[src/verilog/cfpm_pkg.sv]
package cfpm_pkg;
   // register offsets (8-bit command codes)
   localparam logic [7:0]  REG_STATUS_INFO   = 8'h3A;
   localparam logic [7:0]  REG_FIRST_CTRL    = 8'h3C;
   localparam logic [7:0]  REG_SECOND_CTRL   = 8'h3D;
   // field positions
   localparam int          CTL1_OTG_EN_BIT   = 11;
   localparam int          CTL2_CMP_DIS_BIT  = 3;
   localparam int          CTL2_CMP_INV_BIT  = 2;
   localparam int          CTL2_GUARD_OFF    = 1;
   localparam int          CTL2_SHORT_DEB    = 11;
   localparam int          INFO_MODE_LO      = 5;
   localparam int          INFO_MODE_HI      = 6;
   localparam logic [1:0]  INFO_MODE_OTG     = 2'h3;
   // reset values
   localparam logic [15:0] CTL1_RESET        = 16'h0000;
   localparam logic [15:0] CTL2_RESET        = 16'h0000;
   // clock and timing
   localparam longint      CLK_HZ            = 10000000;
   localparam longint      AIN_QUAL_NS       = 10000;
   localparam longint      AIN_REL_NS        = 100000;
   localparam longint      GUARD_SAMPLE_NS   = 20000;
   localparam longint      GUARD_WIN_MS      = 656;
   localparam longint      DEB_LONG_MS       = 1300;
   localparam longint      DEB_SHORT_MS      = 150;
   localparam longint      TEMP_DELAY_NS     = 100000;
   // cycle counts: least times round up
   localparam int AIN_QUAL_CYC  = int'((AIN_QUAL_NS * CLK_HZ + 999999999) / 1000000000);
   localparam int AIN_REL_CYC   = int'((AIN_REL_NS * CLK_HZ + 999999999) / 1000000000);
   localparam int GUARD_SMP_CYC = int'((GUARD_SAMPLE_NS * CLK_HZ + 999999999) / 1000000000);
   localparam int TEMP_DLY_CYC  = int'((TEMP_DELAY_NS * CLK_HZ + 999999999) / 1000000000);
   localparam int GUARD_WIN_CYC = int'(GUARD_WIN_MS * CLK_HZ / 1000);
   localparam int DEB_LONG_CYC  = int'(DEB_LONG_MS * CLK_HZ / 1000);
   localparam int DEB_SHORT_CYC = int'(DEB_SHORT_MS * CLK_HZ / 1000);
   localparam int GUARD_LIMIT   = 7;
   // overcurrent guard states
   typedef enum logic [1:0] {GRD_RUN, GRD_TRIP, GRD_RETRY} cfpm_guard_t;
endpackage : cfpm_pkg

[src/verilog/cfpm_qualifier.sv]
`timescale 1ns/1ps
// holds a level for a count of cycles before passing it on
module cfpm_qualifier
   import cfpm_pkg::*;
#(
   parameter int CYCLES = 100
)
(
   // clock and reset
   input  wire logic ref_clk_in,
   input  wire logic rst_in,
   // condition and result
   input  wire logic cond_in,
   output logic      met_out
);
   logic [31:0] cnt_ff;      // cycles the condition has held
   logic [31:0] nxt_cnt;     // next count
   logic        met_ff;      // qualified result
   logic        nxt_met;     // next result

   // count while held, clear when dropped; qualify strictly after CYCLES
   assign nxt_cnt = !cond_in ? 32'h00000000 :
                    (cnt_ff > 32'(CYCLES)) ? cnt_ff : cnt_ff + 32'h00000001;
   assign nxt_met = cond_in && (cnt_ff >= 32'(CYCLES));

   // count register
   always_ff @(posedge ref_clk_in)
   begin
      if (rst_in)
      begin
         cnt_ff <= 32'h00000000;
         met_ff <= 1'b0;
      end
      else
      begin
         cnt_ff <= nxt_cnt;
         met_ff <= nxt_met;
      end
   end

   assign met_out = met_ff;
endmodule : cfpm_qualifier

[src/verilog/cfpm_top.sv]
`timescale 1ns/1ps
// What this block does
// - otg off, comparator off bit clear: comparator pins
// - otg off, comparator disabled: pins idle
// - otg on, comparator on: otg above battery limit
// - otg active reports mode field 11
// - both set: enable pin input, power-good output
// - adapter overvoltage after qualification time above threshold
// - overvoltage: open gate, flag low, stop, battery
// - release after recovery time below lower threshold
// - system overvoltage stops switching
// - system overvoltage clears at hysteresis, no debounce
// - overcurrent trips on adapter or battery limit
// - at most one count per sampling interval
// - seven counts in window: shut down immediately
// - debounce long or short, then restart
// - over-temperature turns regulator off, stops switching
// - regulator stays off until below release point
// - fixed delay before regulator returns
// - bit selects comparator output polarity
// - power-good high inside output voltage window
module cfpm_top
   import cfpm_pkg::*;
#(
   parameter int WIN_CYC   = GUARD_WIN_CYC,   // counting window
   parameter int LONG_CYC  = DEB_LONG_CYC,    // long debounce
   parameter int SHORT_CYC = DEB_SHORT_CYC    // short debounce
)
(
   // clock and reset
   input  wire logic        ref_clk_in,
   input  wire logic        rst_in,
   // register port
   input  wire logic        reg_wr_in,
   input  wire logic [7:0]  reg_addr_in,
   input  wire logic [15:0] reg_wdata_in,
   output logic [15:0]      reg_rdata_out,
   // analog comparator levels
   input  wire logic        ain_over_in,        // adapter above upper threshold
   input  wire logic        ain_below_rel_in,   // adapter below release threshold
   input  wire logic        sys_over_in,        // rail above ceiling plus margin
   input  wire logic        sys_below_hys_in,   // rail below threshold minus hysteresis
   input  wire logic        adp_cur_over_in,    // adapter current above its limit
   input  wire logic        bat_cur_over_in,    // discharge current above its limit
   input  wire logic        temp_hot_in,        // junction above upper trip
   input  wire logic        temp_cool_in,       // junction below release point
   input  wire logic        bat_above_otg_in,   // battery above otg limit
   input  wire logic        otg_in_window_in,   // otg output inside valid window
   input  wire logic        cmp_above_ref_in,   // comparator input above reference
   // shared pins
   input  wire logic        shared_in_pin_in,   // enable pin or comparator input
   output logic             shared_out_pin_out, // power-good or comparator output
   // power path controls
   output logic             adapter_isolation_gate_out,
   output logic             battery_path_gate_out,
   output logic             adapter_present_flag_out,
   output logic             switching_en_out,
   output logic             regulator_en_out,
   output logic             otg_run_out
);
   // control registers
   logic [15:0] ctl1_ff;                 // first control word
   logic [15:0] ctl2_ff;                 // second control word
   // fault state
   logic        ain_ov_ff;               // adapter overvoltage latched
   logic        sys_ov_ff;               // system overvoltage latched
   logic        hot_ff;                  // over-temperature latched
   cfpm_guard_t grd_state_ff;            // overcurrent guard state
   logic [31:0] smp_cnt_ff;              // sampling interval timer
   logic        smp_hit_ff;              // a count already taken this interval
   logic [2:0]  evt_cnt_ff;              // overcurrent event count
   logic [31:0] win_cnt_ff;              // counting window timer
   logic [31:0] deb_cnt_ff;              // retry debounce timer
   // output registers
   logic        pin_out_ff;
   logic        iso_ff;
   logic        bpath_ff;
   logic        flag_ff;
   logic        sw_ff;
   logic        reg_ff;
   logic        otg_ff;
   logic [15:0] rdata_ff;

   // decoded controls
   wire         otg_enable    = ctl1_ff[CTL1_OTG_EN_BIT];
   wire         cmp_disable   = ctl2_ff[CTL2_CMP_DIS_BIT];
   wire         cmp_invert    = ctl2_ff[CTL2_CMP_INV_BIT];
   wire         guard_off     = ctl2_ff[CTL2_GUARD_OFF];
   wire         short_deb     = ctl2_ff[CTL2_SHORT_DEB];
   wire         pins_cmp      = !cmp_disable;
   wire         pins_otg      = otg_enable && cmp_disable;
   wire         host_port_enable_level = shared_in_pin_in;
   wire         cmp_level     = cmp_above_ref_in ^ cmp_invert;
   wire         host_port_power_good   = otg_ff && otg_in_window_in;
   // otg run: comparator mode needs only battery; pin mode also needs enable
   wire         nxt_otg = otg_enable && bat_above_otg_in &&
                          (!cmp_disable || host_port_enable_level);
   // pin output: comparator, power-good, or idle low
   wire         nxt_pin = pins_cmp ? cmp_level :
                          pins_otg ? host_port_power_good : 1'b0;
   // qualified adapter levels
   wire         ain_set;
   wire         ain_clr;
   wire         temp_ok;
   wire         overcurrent_event = adp_cur_over_in || bat_cur_over_in;
   wire         grd_tripped   = grd_state_ff != GRD_RUN;
   wire         smp_end       = smp_cnt_ff >= 32'(GUARD_SMP_CYC - 1);
   wire         win_end       = win_cnt_ff >= 32'(WIN_CYC - 1);
   wire         take_cnt      = overcurrent_event && !smp_hit_ff && !guard_off;
   wire         reach_limit   = take_cnt && (evt_cnt_ff == 3'(GUARD_LIMIT - 1));
   wire [31:0]  deb_target    = short_deb ? 32'(SHORT_CYC) : 32'(LONG_CYC);
   wire         reg_sel1      = reg_wr_in && (reg_addr_in == REG_FIRST_CTRL);
   wire         reg_sel2      = reg_wr_in && (reg_addr_in == REG_SECOND_CTRL);
   // information word: otg mode field
   wire [15:0]  info_word = {9'h000, (otg_ff ? INFO_MODE_OTG : 2'h0), 5'h00};
   wire [15:0]  nxt_rdata = (reg_addr_in == REG_STATUS_INFO) ? info_word :
                            (reg_addr_in == REG_FIRST_CTRL)  ? ctl1_ff :
                            (reg_addr_in == REG_SECOND_CTRL) ? ctl2_ff : 16'h0000;
   // switching waits for every fault to clear
   wire         any_fault = ain_ov_ff || sys_ov_ff || hot_ff || grd_tripped;

   // adapter above threshold longer than qualification time
   cfpm_qualifier #(.CYCLES(AIN_QUAL_CYC)) u_ain_set
   (
      .ref_clk_in (ref_clk_in),
      .rst_in     (rst_in),
      .cond_in    (ain_over_in),
      .met_out    (ain_set)
   );

   // adapter below release longer than recovery time
   cfpm_qualifier #(.CYCLES(AIN_REL_CYC)) u_ain_clr
   (
      .ref_clk_in (ref_clk_in),
      .rst_in     (rst_in),
      .cond_in    (ain_below_rel_in),
      .met_out    (ain_clr)
   );

   // cool for the fixed delay before the regulator returns
   cfpm_qualifier #(.CYCLES(TEMP_DLY_CYC)) u_temp_ok
   (
      .ref_clk_in (ref_clk_in),
      .rst_in     (rst_in),
      .cond_in    (temp_cool_in && !temp_hot_in),
      .met_out    (temp_ok)
   );

   // control registers
   always_ff @(posedge ref_clk_in)
   begin
      if (rst_in)
      begin
         ctl1_ff <= CTL1_RESET;
         ctl2_ff <= CTL2_RESET;
      end
      else
      begin
         if (reg_sel1)
            ctl1_ff <= reg_wdata_in;
         if (reg_sel2)
            ctl2_ff <= reg_wdata_in;
      end
   end

   // adapter, system and temperature fault latches
   always_ff @(posedge ref_clk_in)
   begin
      if (rst_in)
      begin
         ain_ov_ff <= 1'b0;
         sys_ov_ff <= 1'b0;
         hot_ff    <= 1'b0;
      end
      else
      begin
         // a set wins over a release in the same cycle
         if (ain_set)
            ain_ov_ff <= 1'b1;
         else if (ain_clr)
            ain_ov_ff <= 1'b0;
         if (sys_over_in)
            sys_ov_ff <= 1'b1;
         else if (sys_below_hys_in)
            sys_ov_ff <= 1'b0;
         if (temp_hot_in)
            hot_ff <= 1'b1;
         else if (temp_ok)
            hot_ff <= 1'b0;
      end
   end

   // sampling interval timer: one count allowed per interval
   always_ff @(posedge ref_clk_in)
   begin
      if (rst_in || smp_end)
      begin
         smp_cnt_ff <= 32'h00000000;
         smp_hit_ff <= 1'b0;
      end
      else
      begin
         smp_cnt_ff <= smp_cnt_ff + 32'h00000001;
         if (take_cnt)
            smp_hit_ff <= 1'b1;
      end
   end

   // overcurrent guard: count, trip, debounce, retry
   always_ff @(posedge ref_clk_in)
   begin
      if (rst_in)
      begin
         grd_state_ff <= GRD_RUN;
         evt_cnt_ff   <= 3'h0;
         win_cnt_ff   <= 32'h00000000;
         deb_cnt_ff   <= 32'h00000000;
      end
      else
      begin
         case (grd_state_ff)
            GRD_RUN:
            begin
               // window restarts the count when it expires, unless a count is taken in that cycle
               win_cnt_ff <= win_end ? 32'h00000000 : win_cnt_ff + 32'h00000001;
               if (guard_off)
                  evt_cnt_ff <= 3'h0;
               else if (reach_limit)
               begin
                  grd_state_ff <= GRD_TRIP;
                  evt_cnt_ff   <= 3'h0;
               end
               else if (take_cnt)
                  evt_cnt_ff <= evt_cnt_ff + 3'h1;
               else if (win_end)
                  evt_cnt_ff <= 3'h0;
            end
            GRD_TRIP:
            begin
               deb_cnt_ff   <= 32'h00000000;
               grd_state_ff <= GRD_RETRY;
            end
            GRD_RETRY:
            begin
               // wait debounce, then rerun start-up
               deb_cnt_ff <= deb_cnt_ff + 32'h00000001;
               if (deb_cnt_ff >= deb_target)
               begin
                  grd_state_ff <= GRD_RUN;
                  win_cnt_ff   <= 32'h00000000;
               end
            end
            default:
               grd_state_ff <= GRD_RUN;
         endcase
      end
   end

   // registered outputs
   always_ff @(posedge ref_clk_in)
   begin
      if (rst_in)
      begin
         pin_out_ff <= 1'b0;
         iso_ff     <= 1'b0;
         bpath_ff   <= 1'b0;
         flag_ff    <= 1'b0;
         sw_ff      <= 1'b0;
         reg_ff     <= 1'b0;
         otg_ff     <= 1'b0;
         rdata_ff   <= 16'h0000;
      end
      else
      begin
         otg_ff     <= nxt_otg;
         pin_out_ff <= nxt_pin;
         // gate open and flag low on adapter or overcurrent fault
         iso_ff     <= !(ain_set || ain_ov_ff || reach_limit || grd_tripped);
         flag_ff    <= !(ain_set || ain_ov_ff || reach_limit || grd_tripped);
         // battery carries the system while adapter overvoltage cuts the adapter off, not on an overcurrent trip
         bpath_ff   <= ain_set || ain_ov_ff;
         // any active fault holds switching off until all release
         sw_ff      <= !(any_fault || ain_set || reach_limit ||
                         temp_hot_in || sys_over_in);
         reg_ff     <= !(hot_ff || temp_hot_in);
         rdata_ff   <= nxt_rdata;
      end
   end

   // every port comes straight from its register
   assign reg_rdata_out              = rdata_ff;
   assign shared_out_pin_out         = pin_out_ff;
   assign adapter_isolation_gate_out = iso_ff;
   assign battery_path_gate_out      = bpath_ff;
   assign adapter_present_flag_out   = flag_ff;
   assign switching_en_out           = sw_ff;
   assign regulator_en_out           = reg_ff;
   assign otg_run_out                = otg_ff;
endmodule : cfpm_top

[config.mk]
export PLATFORM = sky130hd
export DESIGN_NAME = cfpm_top
export DESIGN_NICKNAME = d
export VERILOG_FILES = /design/src/verilog/cfpm_pkg.sv /design/src/verilog/cfpm_qualifier.sv /design/src/verilog/cfpm_top.sv
export SDC_FILE = /design/constraint.sdc
export NUM_CORES = 1
export LEC_CHECK = 0
export ABC_AREA = 1
export BUFFER_PORTS_ARGS = -buffer_cell sky130_fd_sc_hd__buf_4
export CORE_MARGIN = 10
export CORE_UTILIZATION = 41
export CTS_CLUSTER_SIZE = 10
export DETAILED_ROUTE_END_ITERATION = 10
export GPL_TIMING_DRIVEN = 0
export PLACE_DENSITY = 0.56
export SYNTH_ARGS = -nofsm -noshare
export SYNTH_HDL_FRONTEND = slang
export SYNTH_SLANG_ARGS = --single-unit
[constraint.sdc]
create_clock -name ref_clk_in -period 4 [get_ports ref_clk_in]
set_input_delay 0.2 -clock ref_clk_in [delete_from_list [all_inputs] [get_ports ref_clk_in]]
set_output_delay 0.2 -clock ref_clk_in [all_outputs]
set_load 0.005 [all_outputs]
### Yosys cells after proc, flatten, opt, wreduce, memory -nomap -nowiden

Cells that the tools add are included.

* flip-flop bits (word level): 258
* bits of input ports: 39
* output and inout port bits: 23
* logic and storage cells: 128

* add/sub/neg operators: 7
* order comparisons: 9
* eq/ne operators: 9
* muxes and demuxes: 25
* bitwise operators: 4
* reduce and logical (&&, ||, !) cells: 49

Operators by type and width (number)
* adder 32 x 1 -> 32 bit, second input constant: 6
* one-hot mux 32 bit (2 select lines): 2
* greater-or-equal comparator 32 x 10 -> 1 bit, second input constant: 2
* greater-than comparator 32 x 10 -> 1 bit, second input constant: 2
* 2-to-1 mux 32 bit: 2
* greater-or-equal comparator 32 x 23 -> 1 bit, second input constant: 1
* greater-or-equal comparator 32 x 24 -> 1 bit: 1
* greater-or-equal comparator 32 x 7 -> 1 bit, second input constant: 1
* greater-or-equal comparator 32 x 8 -> 1 bit, second input constant: 1
* greater-than comparator 32 x 7 -> 1 bit, second input constant: 1
* 2-to-1 mux 16 bit: 2
* equality test 8 x 6 -> 1 bit, second input constant: 3
* 2-to-1 mux 24 bit: 1
* logical OR 1 bit: 14
* logical AND 1 bit: 13
* 2-to-1 mux 3 bit: 4
* nonzero test 2 bit: 6
* 2-to-1 mux 1 bit: 8
* 2-to-1 mux 2 bit: 4
* OR reduction 2 bit: 4
* logical NOT 1 bit: 7
* 2-to-1 mux 7 bit: 1
* inequality test 2 bit, second input constant: 3
* one-hot mux 2 bit (3 select lines): 1
* other kinds (10): 13

### Longest topological paths before layout

* depth in word-level cells: 8
* gate-level depth with buffers: 15
* mapped depth without buffers: 14

### Modules after synthesis

Synthesis repeated with hierarchy kept, for this count alone.

* cells, all modules: 1572
* area total of the unflattened synthesis: 11294.6 um^2

Modules (own cells, without submodules)
* cfpm_top: instances 1, cells each 1039, area each 7289.5 um^2, seq. area each 3183.1 um^2
* cfpm_qualifier at u_ain_clr ...: instances 2, cells each 184, area each 1366.3 um^2, seq. area each 660.6 um^2
* cfpm_qualifier at u_ain_set: instances 1, cells each 165, area each 1272.5 um^2, seq. area each 660.6 um^2

### Worst setup path after synthesis

OpenSTA, ideal clock, no wires.

* kind: register to register
* start: register ctl2_ff[11]
* end: register win_cnt_ff[15]
* setup time: 0.110 ns
* arrival: 1.803 ns
* required time: 3.890 ns
* slack: 2.086 ns
* cell stages (with the launch flop): 16
* buffers on the path: 2
* period minus slack after synthesis: 1.914 ns
* cells stage by stage: dfxtp_1 > inv_1 > ha_1 > nand2_2 > nor2_2 > inv_1 > nor2_1 > nand2_1 > nand2_1 > nand2_1 > nand2_2 > buf_6 > buf_6 > nand4_1 > nand2_1 > nor2_1

* longest elaborated chain between the ends: 4

RTL lines
* from (decl): RTL line cfpm_top.sv:63 `logic [15:0] ctl2_ff;`
* from (signal assigned): RTL line cfpm_top.sv:162 `ctl2_ff <= reg_wdata_in;`
* 2-to-1 mux 24 bit: RTL line cfpm_top.sv:111 `wire [31:0] deb_target = short_deb ? 32'(SHORT_CYC) : 32'(LONG_CYC);`
* greater-or-equal comparator 32 x 24 -> 1 bit: RTL line cfpm_top.sv:247 `if (deb_cnt_ff >= deb_target)`
* inequality test 2 bit (no line)
* AND reduction 2 bit (no line)
* to (signal assigned): RTL line cfpm_top.sv:225 `win_cnt_ff <= win_end ? 32'h00000000 : win_cnt_ff + 32'h00000001;`
* to (decl): RTL line cfpm_top.sv:72 `logic [31:0] win_cnt_ff;`

No other way between the ends.
A chain may end at the register's enable or synchronous reset.

### Worst setup path in the final report

* start: register ctl2_ff[11]
* end: register win_cnt_ff[20]

Same word-level chain as after synthesis.

==> metrics <==
first-pass GRT wire length=41700 um; final net count=1687; RSZ-0062 raised after global routing=no; worst vdd ir=0.419 mV; TritonCTS clock tree=done; initial antenna violation count=0; clk buf depth=3; crit path DAT=2.95 ns; Syn Inst Count=1481; met1 wire length=11700 um; CTS clk-pin slew, worst paths=0.06 ns; Final period util=62.2%; CP startpoint kind=register; GRT Util Overall=14.6%; drt total wl=24700 um; Yosys cell types=43; Yosys warning total=0; Die W=183 um; PD cells=439 nW/um^2; DR iter-0 viols=510; min Tclk post-route=2.49 ns; fin worst setup slack=1.51 ns; top cells by area, synth=dfxtp_1, nand2_1, nor2_1; GP Congestion=0.845; Crit Path Class=reg -> reg; worst rel slew slack=53.5%; Async SR Flop Fraction=0%; vias in the first global route=8711; initial core utilization=41.6%; Setup-failing EPs final=0; cts repair resizes=0; syn_area_per_cell=7.32 um^2; remaining antenna violation count=0; drt first pass iters=5; clk_lat worst skew=0.56 ns; met2 wire len=11500 um; dominant synthesized flop cell=dfxtp_1; via count=9373; sequential power share=47.2%; Post-CTS Setup Inserts=0; area share of the largest cell type after synthesis=47.7%; #FFs+latches synth=258; CTS buffer count=31; Worst Tran Pin Value=0.691 ns; CP max FO=10; Die H=183 um; clock tree sinks=258; Rows=59; largest net degree at the start of global routing=17; finished layout cell area=12900 um^2; layout cells sized above 1=8.95%; Max-Cap Viols=0; FMAX=402 MHz; die area=33300 um^2; number of synthesized flops with an enable pin=0; Net Sw Power=1420 uW; antenna fix cells=0; Fin Hold WS=0.0367 ns; post-synthesis sequential area ratio=47.7%; combinational share of power=9.9%; status=completed; Core Area=26100 um^2; vias per cell=4.77; DRC viols=0; setup TNS=0 ns; Root Driver=clkbuf_16; final hold violation count=0; leakage=0.00514 uW; Worst EP required=4.46 ns; IO buf count=61; WL/cell=12.6 um; placed cell areas=11800 um^2; H-tree levels=1; Netlist Area Pre-Place=10800 um^2; Ports=62; final setup skew=0.0128 ns; element type at the critical path end=register; Yosys top cell by area=dfxtp_1; Filler Cell Count=2621; Hold Path Class=in -> reg; max layer used=met4; Slew Viols, Final=0; Clk pwr share=42.9%; post-detail-place hpwl=17900 um; Area growth syn-to-layout=19.1%; worst slack, placed=1.50 ns; WL met3=812 um; sw frac=25.1%; Internal Pwr Total=4240 uW; grt total ovfl=0
==> Yosys cell counts (7+ instances only) <==
cell      instances
nand2_1         341
dfxtp_1         258
nor2_1          223
inv_1           185
a21oi_1         119
nand3_1          80
nor3_1           43
nand4_1          37
o21ai_0          28
ha_1             25
xor2_1           22
clkbuf_1         20
nor4_1           13
nor2_2           10
buf_2             7
inv_2             7
==> power by group through the flow <==
stage	clock (uW)	combinational (uW)	sequential, uW
6_report	2430	562	2670
5_1_grt	2610	640	2680
4_1_cts	2520	566	2670
3_5_place_dp	0	545	2730
3_3_place_gp	0	540	2720
2_1_floorplan	0	367	2710
==> worst paths after layout <==
kind	end	slack, ns	depth (start not counted)	from
worst min-delay path	u_ain_clr.cnt_ff[2]$_SDFFE_PP0P_	0.04	5	ain_below_rel_in
worst min register to register	hot_ff$_SDFFE_PP0P_	0.42	1	u_temp_ok.met_out$_SDFF_PP0_
worst max register to register	win_cnt_ff[20]$_SDFFE_PP0P_	1.51	15	ctl2_ff[11]$_SDFFE_PP0P_
worst max-delay path	win_cnt_ff[20]$_SDFFE_PP0P_	1.51	15	ctl2_ff[11]$_SDFFE_PP0P_
==> flip-flops by register name, indices dropped and copies added (netlist names), 2 cells and up <==
register	cells
ctl2_ff	16
u_temp_ok.cnt_ff	32
deb_cnt_ff	32
smp_cnt_ff	32
reg_rdata_out	16
u_ain_set.cnt_ff	32
evt_cnt_ff	3
u_ain_clr.cnt_ff	32
ctl1_ff	16
win_cnt_ff	32
grd_state_ff	2
==> placed cells by master (no fill, tap or decap), types with 31 or more instances in the layout <==
master	count
a21oi_1	119
buf_4	67
clkbuf_16	31
dfxtp_1	258
inv_1	185
nand2_1	341
nand3_1	80
nand4_1	37
nor2_1	223
nor3_1	43
==> critical path, stage by stage (launching register included) <==
cell and delay, ns:
dfxtp_1 0.60, inv_1 0.28, ha_1 0.36, nand2_2 0.06
nor2_2 0.12, inv_1 0.04, nor2_1 0.08, nand2_1 0.06
nand2_1 0.08, nand2_1 0.09, nand2_2 0.10, buf_6 0.15
buf_6 0.15, nand4_1 0.08, nand2_1 0.09, nor2_1 0.04
==> layer usage <==
layer	vias to the layer above	track usage (%)
li1	4959	-
met1	4257	19.1
met5	-	0
met4	0	4.85
met2	112	24.1
met3	45	2.18
==> layout make-up <==
type | instances | area [um^2] | area share [%]
inverters | 195 | 732 | 5.67
clock inverters | 4 | 38.8 | 0.301
multi-input cells | 1010 | 4810 | 37.3
clock buffers | 38 | 812 | 6.29
well taps | 335 | 419 | 3.25
repair buffers | 86 | 708 | 5.49
plain buffers | 41 | 219 | 1.70
flip-flops and latches | 258 | 5160 | 40.0
==> logic make-up (layout without fill, tap and decap cells) <==
family / after synthesis / count (layout) / share of synthesized area (%)
other cells: 1 / 24 / 0.0346
compound gates: 166 / 166 / 8.11
simple gates: 768 / 768 / 30.3
fa+ha+maj: 25 / 25 / 2.89
buf+inv: 236 / 364 / 8.78
flops: 258 / 258 / 47.7
xor+xnor: 27 / 27 / 2.18
==> per-stage QoR <==
step | cells | util, % | power (uW)
detailed placement | 1900 | 45.3 | 3270
global placement | 1900 | 45.3 | 3260
floorplan | 1504 | - | 3080
global route | 1967 | 49.5 | 5930
finish | 1967 | 49.5 | 5660
CTS | 1967 | 49.5 | 5760
==> what timing repair did <==
action | 4_1_cts | 5_1_grt
hold endpoints to repair | 40 | 0
hold buffers | 25 | 0
setup endpoints to repair | 0 | 0
Power figures use the tool's default switching activity.
